<file path="src/common/szbt_params.svh">
`ifndef SZBT_PARAMS_SVH
`define SZBT_PARAMS_SVH

// ****************************************
// Register offsets
// ****************************************
`define SZBT_ZONE0_OFS 16'hF984
`define SZBT_ZONE1_OFS 16'hF986
`define SZBT_ZONE2_OFS 16'hF988

// ****************************************
// Reset value and writable bits
// ****************************************
`define SZBT_CFG_RESET 16'h069F
`define SZBT_CFG_WMASK 16'h0EFF
`define SZBT_CFG_RSV_MASK 16'hF100

// ****************************************
// Field positions
// ****************************************
`define SZBT_WAIT_LSB 0
`define SZBT_HOLD_LSB 3
`define SZBT_BRE_BIT 5
`define SZBT_WBR_BIT 6
`define SZBT_BW_BIT 7
`define SZBT_IDLE_AFTER_ZONE_CHANGE_BIT 9
`define SZBT_IDLE_BEFORE_ZONE_CHANGE_BIT 10
`define SZBT_FRE_BIT 11

// ****************************************
// Zone codes
// ****************************************
`define SZBT_IO_ZONE 2'h3

`endif

</file>
<file path="src/common/szbt_pkg.sv">
package szbt_pkg;

	// ****************************************
	// Zone configuration layout
	// ****************************************
	typedef struct packed {
		logic [3:0] rsv_hi;
		logic fast_read_enable;
		logic idle_before_zone_change;
		logic idle_after_zone_change;
		logic rsv8;
		logic bus_width_select;
		logic burst_wait_add;
		logic burst_read_enable;
		logic [1:0] hold_cnt;
		logic [2:0] wait_cnt;
	} szbt_zone_cfg_t;

	// ****************************************
	// Bus cycle phases
	// ****************************************
	typedef enum logic [7:0] {
		SZBT_READY = 8'h01,
		SZBT_IDLE = 8'h02,
		SZBT_T1 = 8'h04,
		SZBT_T2 = 8'h08,
		SZBT_WAIT = 8'h10,
		SZBT_BWAIT = 8'h20,
		SZBT_BEAT = 8'h40,
		SZBT_HOLD = 8'h80
	} szbt_state_t;

	// ****************************************
	// Carriers
	// ****************************************
	typedef struct packed {
		logic [1:0] zone;
		logic read;
		logic [1:0] beats;
	} szbt_req_t;

	typedef struct packed {
		logic [15:0] addr;
		logic [15:0] wdata;
		logic wr;
		logic rd;
	} szbt_regbus_t;

	typedef struct packed {
		szbt_state_t st;
		logic [2:0][15:0] cfgs;
		szbt_zone_cfg_t cur;
		logic [1:0] zone;
		logic read;
		logic [1:0] beats;
		logic [2:0] cnt;
		logic [1:0] prev_zone;
		logic prev_valid;
		logic [15:0] rdata;
	} szbt_regs_t;

endpackage : szbt_pkg

</file>
<file path="src/rtl/szbt_zone_timing.sv">
// Notes on behaviour
// - Wait field bits 2-0 adds that many wait clocks to each zone cycle.
// - Wait field is ignored while the zone's fast read bit 11 is set.
// - Hold field bits 4-3 adds that many hold clocks to a cycle.
// - Bit 5 enables burst reads; ignored when fast read is on.
// - Bit 6 adds one burst wait clock before each burst beat.
// - Bit 7 picks bus width, 0 for 8-bit, 1 for 16-bit, reset 16-bit.
// - Bit 9 adds one idle clock after a cycle when the zone changes.
// - Bit 10 adds one idle clock before a cycle entering this zone.
// - Bit 11 makes a read take one clock; otherwise reads take two or more.
// - All three zone registers reset to 069F hex.
// - Entering the I/O zone from another zone always gets an idle clock.
//
// Our own choice: the plain strobed port.
`timescale 1ns/100ps
`include "szbt_params.svh"

module szbt_zone_timing
	import szbt_pkg::*;
#(
	parameter int ADDR_W = 16
) (
	input wire logic mclk,
	input wire logic rst_n,
	input wire szbt_regbus_t regbus,
	output logic [15:0] reg_rdata,
	input wire logic req_valid,
	input wire szbt_req_t req,
	output logic req_ready,
	input wire logic [15:0] io_zone_config,
	output szbt_state_t bus_phase,
	output logic [1:0] bus_zone,
	output logic bus_read,
	output logic bus_width_16,
	output logic beat_end,
	output logic cycle_end
);

	// ****************************************
	// Decoding helpers
	// ****************************************
	function automatic logic [2:0] zone_hit(input logic [15:0] addr);
		logic [2:0] h;
		h = 3'h0;
		if (addr == `SZBT_ZONE0_OFS) begin
			h = 3'h1;
		end
		if (addr == `SZBT_ZONE1_OFS) begin
			h = 3'h2;
		end
		if (addr == `SZBT_ZONE2_OFS) begin
			h = 3'h4;
		end
		return h;
	endfunction : zone_hit

	// I/O zone settings come from outside; its register lives elsewhere
	function automatic szbt_zone_cfg_t cfg_of(input logic [2:0][15:0] cfgs,
			input logic [15:0] io_cfg, input logic [1:0] zone);
		szbt_zone_cfg_t c;
		c = szbt_zone_cfg_t'(io_cfg);
		if (zone != `SZBT_IO_ZONE) begin
			c = szbt_zone_cfg_t'(cfgs[zone]);
		end
		return c;
	endfunction : cfg_of

	localparam szbt_regs_t S_RST = '{
		st: SZBT_READY,
		cfgs: {3{`SZBT_CFG_RESET}},
		cur: szbt_zone_cfg_t'(`SZBT_CFG_RESET),
		zone: 2'h0,
		read: 1'b0,
		beats: 2'h0,
		cnt: 3'h0,
		prev_zone: 2'h0,
		prev_valid: 1'b0,
		rdata: 16'h0000
	};

	szbt_regs_t s_q;
	szbt_regs_t s_d;
	szbt_zone_cfg_t req_cfg;
	logic [2:0] hit;
	logic [2:0] weff;
	logic burst_ok;
	logic need_idle;
	logic go_after;
	logic go_finish;

	// ****************************************
	// Next state
	// ****************************************
	always_comb begin
		s_d = s_q;
		go_after = 1'b0;
		go_finish = 1'b0;
		beat_end = 1'b0;
		cycle_end = 1'b0;
		hit = zone_hit(regbus.addr[15:0]);
		req_cfg = cfg_of(s_q.cfgs, io_zone_config, req.zone);
		weff = s_q.cur.fast_read_enable ? 3'h0 : s_q.cur.wait_cnt;
		burst_ok = s_q.read && s_q.cur.burst_read_enable && !s_q.cur.fast_read_enable;
		need_idle = s_q.prev_valid && (req.zone != s_q.prev_zone) &&
			(s_q.cur.idle_after_zone_change || req_cfg.idle_before_zone_change ||
			req.zone == `SZBT_IO_ZONE);

		// Register port; read data stand one cycle only
		s_d.rdata = 16'h0000;
		for (int i = 0; i < 3; i++) begin
			if (regbus.wr && hit[i]) begin
				s_d.cfgs[i] = regbus.wdata & `SZBT_CFG_WMASK;
			end
			if (regbus.rd && hit[i]) begin
				s_d.rdata = s_q.cfgs[i];
			end
		end

		unique case (s_q.st)
			SZBT_READY: begin
				if (req_valid) begin
					// Settings are frozen per cycle; a write lands on the next one
					s_d.cur = req_cfg;
					s_d.zone = req.zone;
					s_d.read = req.read;
					s_d.beats = req.beats;
					s_d.st = need_idle ? SZBT_IDLE : SZBT_T1;
				end
			end
			SZBT_IDLE: begin
				s_d.st = SZBT_T1;
			end
			SZBT_T1: begin
				if (s_q.read && s_q.cur.fast_read_enable) begin
					beat_end = 1'b1;
					go_after = 1'b1;
				end else begin
					s_d.st = SZBT_T2;
				end
			end
			SZBT_T2: begin
				if (weff != 3'h0) begin
					s_d.st = SZBT_WAIT;
					s_d.cnt = weff - 3'h1;
				end else begin
					beat_end = 1'b1;
					go_after = 1'b1;
				end
			end
			SZBT_WAIT: begin
				if (s_q.cnt == 3'h0) begin
					beat_end = 1'b1;
					go_after = 1'b1;
				end else begin
					s_d.cnt = s_q.cnt - 3'h1;
				end
			end
			SZBT_BWAIT: begin
				s_d.st = SZBT_BEAT;
			end
			SZBT_BEAT: begin
				beat_end = 1'b1;
				go_after = 1'b1;
			end
			SZBT_HOLD: begin
				if (s_q.cnt == 3'h0) begin
					go_finish = 1'b1;
				end else begin
					s_d.cnt = s_q.cnt - 3'h1;
				end
			end
			default: begin
				s_d.st = SZBT_READY;
			end
		endcase

		if (go_after) begin
			if (s_q.beats != 2'h0 && burst_ok) begin
				s_d.beats = s_q.beats - 2'h1;
				s_d.st = s_q.cur.burst_wait_add ? SZBT_BWAIT : SZBT_BEAT;
			end else if (s_q.cur.hold_cnt != 2'h0) begin
				s_d.st = SZBT_HOLD;
				s_d.cnt = {1'b0, s_q.cur.hold_cnt} - 3'h1;
			end else begin
				go_finish = 1'b1;
			end
		end

		if (go_finish) begin
			// Without burst, extra beats rerun as full cycles in the same zone
			if (s_q.beats != 2'h0) begin
				s_d.beats = s_q.beats - 2'h1;
				s_d.st = SZBT_T1;
			end else begin
				s_d.st = SZBT_READY;
				s_d.prev_zone = s_q.zone;
				s_d.prev_valid = 1'b1;
				cycle_end = 1'b1;
			end
		end
	end

	// ****************************************
	// State register
	// ****************************************
	always_ff @(posedge mclk or negedge rst_n) begin
		if (!rst_n) begin
			s_q <= S_RST;
		end else begin
			s_q <= s_d;
		end
	end

	// ****************************************
	// Outputs
	// ****************************************
	assign req_ready = (s_q.st == SZBT_READY);
	assign reg_rdata = s_q.rdata;
	assign bus_phase = s_q.st;
	assign bus_zone = s_q.zone;
	assign bus_read = s_q.read;
	assign bus_width_16 = s_q.cur.bus_width_select;

	// ****************************************
	// Checks
	// ****************************************
	logic [2:0] wait_seen_q;
	logic [2:0] hold_seen_q;

	always_ff @(posedge mclk or negedge rst_n) begin
		if (!rst_n) begin
			wait_seen_q <= 3'h0;
			hold_seen_q <= 3'h0;
		end else begin
			if (s_q.st == SZBT_T2) begin
				wait_seen_q <= 3'h0;
			end else if (s_q.st == SZBT_WAIT) begin
				wait_seen_q <= wait_seen_q + 3'h1;
			end
			if (s_q.st != SZBT_HOLD) begin
				hold_seen_q <= 3'h0;
			end else begin
				hold_seen_q <= hold_seen_q + 3'h1;
			end
		end
	end
endmodule : szbt_zone_timing

</file>
<file path="config.mk">
export PLATFORM = sky130hd
export DESIGN_NAME = szbt_zone_timing
export DESIGN_NICKNAME = d
export VERILOG_FILES = /design/src/common/szbt_pkg.sv /design/src/rtl/szbt_zone_timing.sv
export VERILOG_INCLUDE_DIRS = /design/src /design/src/common
export SDC_FILE = /design/constraint.sdc
export NUM_CORES = 1
export LEC_CHECK = 0
export BUFFER_PORTS_ARGS = -buffer_cell sky130_fd_sc_hd__buf_2
export CORE_UTILIZATION = 59
export DETAILED_ROUTE_END_ITERATION = 10
export GPL_TIMING_DRIVEN = 1
export PLACE_DENSITY = 0.86
export SYNTH_ARGS = -nofsm -noshare
export SYNTH_HDL_FRONTEND = slang
export SYNTH_SLANG_ARGS = --single-unit
</file>
<file path="constraint.sdc">
create_clock -name mclk -period 4.79 [get_ports mclk]
set_input_delay 0.7185 -clock mclk [delete_from_list [all_inputs] [get_ports mclk]]
set_output_delay 0.7185 -clock mclk [all_outputs]
set_load 0.03 [all_outputs]
</file>
==> flow_summary.toml <==
[timing]
slew_viol_final = 0
fin_tns_setup_ns = 0
slew_headroom_pct = 18.87
tightest_slew_ns = 1.207
fin_worst_skew_ns = 0.007078
rsz0062_at_grt = "no"
setup_slack_ns = 1.274
setup_violations = 0
max_freq_mhz = 284.4
layout_min_cycle_time_ns = 3.516
fin_crit_sh_pct = 73.40
hold_viol = 0

[worst_setup_path]
cp-start-kind = "register"
required_ns = 4.07
reg2regPathDepth = 8
cpPeakStageDelay_ns = 0.48
end_kind = "output pin"
worst-setup-path-type = "reg2out"
worstPathArrival_ns = 2.80
path_max_fanout = 8
path_cells = "nand2b_1, ha_1, ha_1, inv_1, o221ai_1, a22oi_2, inv_1, a21oi_1, nor2b_1, buf_2"
cp_slowest_cell = "dfrtp_1"

[floorplan]
core_area_um2 = 6459
dieArea_um2 = 7141
die_h_um = 84.51
num_io_pins = 89
num_rows = 29
initial_utilization_pct = 62.19
dieWidth_um = 84.51

[grt]
grt_pass1_wl_um = 13680
grt_max_degree = 45
grt_antenna_before_repair = 0
grt_use_total_pct = 24.63
grt_pass1_vias = 2939
overflow = 0

[finish]
layout_commonest_cell = "buf_2"
area_growth_pct = 10.19
final_core_util_pct = 68.52
fillers = 489
mostFrequentLayoutCells = "72 x buf_2, 41 x dfrtp_1, 36 x mux2_2, 32 x dfstp_2, 22 x inv_1"
num_antenna_cells = 0
nets = 439
layout-drive-gt1-share_pct = 49.61

[synthesis]
synth_flop_cell = "dfrtp_1"
async_flop_share_pct = 100.0
syn_area_um2 = 4016
ys_seq_area_share_pct = 46.48
synth.distinct_cells = 57
synth_top_cell_area_share_pct = 25.55
ys_ff_latch = 73
postSynthAreaPerCell_um2 = 12.36
yosys_warnings = 0
synth_edf_count = 0
synth.area.top_cells = "dfrtp_1 26%, dfstp_2 21%, mux2_2 10%"
syn_inst = 325
yosys.area.top_type = "dfrtp_1"

[drt]
vias_per_cell = 6.162
route.vias.total = 2822
ant_nets = 0
dr.pass1.iters = 8
wl_per_cell_um = 17.71
dr.first_iter.drc_count = 178
drcViolationCount = 3
wirelength_um = 8113

[clock_network]
cts_sinks = 73
clkLatencyLatePin_ns = 0.34
cts-resized-gates = 0
cts-root-buf = "clkbuf_8"
cts_hold_buf = 0
cts_max_level = 3
cts_setup_buffers = 0
cts_made_buffers = 9
path_clk_slew_ns = 0.07
cts_tree = "done"
cts_buffer_depth = 2

[power_and_ir_drop]
leakage_nw = 2.157
seqPwrFrac_pct = 42.9
p_total_w = 0.001896
clockPowerShare_pct = 24.1
swShare_pct = 34.86
max-vdd-ir-drop_v = 0.0002141
p_sw_w = 0.0006610
power.internal_w = 0.001235
p_comb_share_pct = 33.0
power_density_nw_per_um2 = 428.5

[worst_hold_path]
holdCritPathClass = "reg2reg"
holdPathStages = 1

[place]
post-place-ws_ns = 1.496
portBuffers = 72
dp_hpwl_um = 5893
gp_congestion = 0.9070

[run_status]
violations = "DRC"
status = "finished with violations"

[run]
maxCapViolCount = 0
## cells in the mapped netlist, drive strengths merged, types with 5 or more instances
library cell and number:
mux4 10, nor4 6, mux2i 5, nand2b 14
o21ai 5, nor3 10, dfrtp 41, a31oi 6
nor2 13, inv 22, mux2 49, buf 35
a222oi 11, nand2 6, dfstp 32, ha 5
## metal layers
metal / vias up / GRT usage, % / wire, µm
met4: 0 / 11.86 / 115
met5: - / 0 / 0
li1: 1273 / - / -
met2: 104 / 41.54 / 4221
met3: 14 / 5.998 / 453
met1: 1431 / 29.86 / 3323
## worst paths after layout
check	slack, ns	start	to
max in group asynchronous	3.28	rst_n	s_q[79]
worst max register to register	2.23	s_q[38]	s_q[18]
worst min-delay path	0.49	s_q[16]	s_q[16]
worst min register to register	0.49	s_q[16]	s_q[16]
min in group asynchronous	0.54	rst_n	reg_rdata[10]
worst max-delay path	1.27	s_q[38]	cycle_end
## metrics by stage
stage,instances,instance area (µm²),hold slack [ns]
detailed placement,442,4244,0.4675
finish,458,4425,0.4864
floorplan,329,4031,0.4229
global placement,442,4244,0.4557
global route,458,4425,0.5041
CTS,458,4425,0.4888
## worst max-delay path: cells and delay by family, from the launching register on
kind | cells | cell delay, ns
buffers and inverters | 3 | 0.48
and+or+nand+nor | 2 | 0.28
DFF | 1 | 0.48
adders and majority gates | 2 | 0.48
AOI/OAI and AO/OA | 3 | 0.73
## logic make-up after synthesis
family                   Yosys count  synth area share, %
buffers and inverters             61                8.691
multiplexers                      64                21.34
other                              1              0.09337
flip-flops                        73                46.48
AND/OR/NAND/NOR                   79                13.46
AO/OA/AOI/OAI                     39                7.726
XOR/XNOR                           3               0.6543
adder cells (fa/ha/maj)            5                1.558
## registers in the layout (all words and copies together) (netlist names)
signal	cells
bus_phase	8
bus_read	1
bus_width_16	1
bus_zone	2
reg_rdata	11
s_q	50
## area by class of cell
type	instances	area, µm²	area share, %
well taps	77	96.34	2.177
clock inverters	3	42.54	0.9613
clock buffers	13	138.9	3.138
multi-input cells	195	1815	41.02
flip-flops and latches	73	1867	42.18
inverters	22	82.58	1.866
repair buffers	75	382.9	8.651
## power by group through the flow
stage / combinational [W] / clock (W) / sequential [W]
floorplan: 0.000504 / 0 / 0.000813
global placement: 0.000596 / 0 / 0.000815
detailed placement: 0.000625 / 0 / 0.000823
CTS: 0.000628 / 0.000465 / 0.000813
global route: 0.000684 / 0.000493 / 0.000826
finish: 0.000625 / 0.000458 / 0.000813
Note: power is estimated with default switching activity, not from simulation.
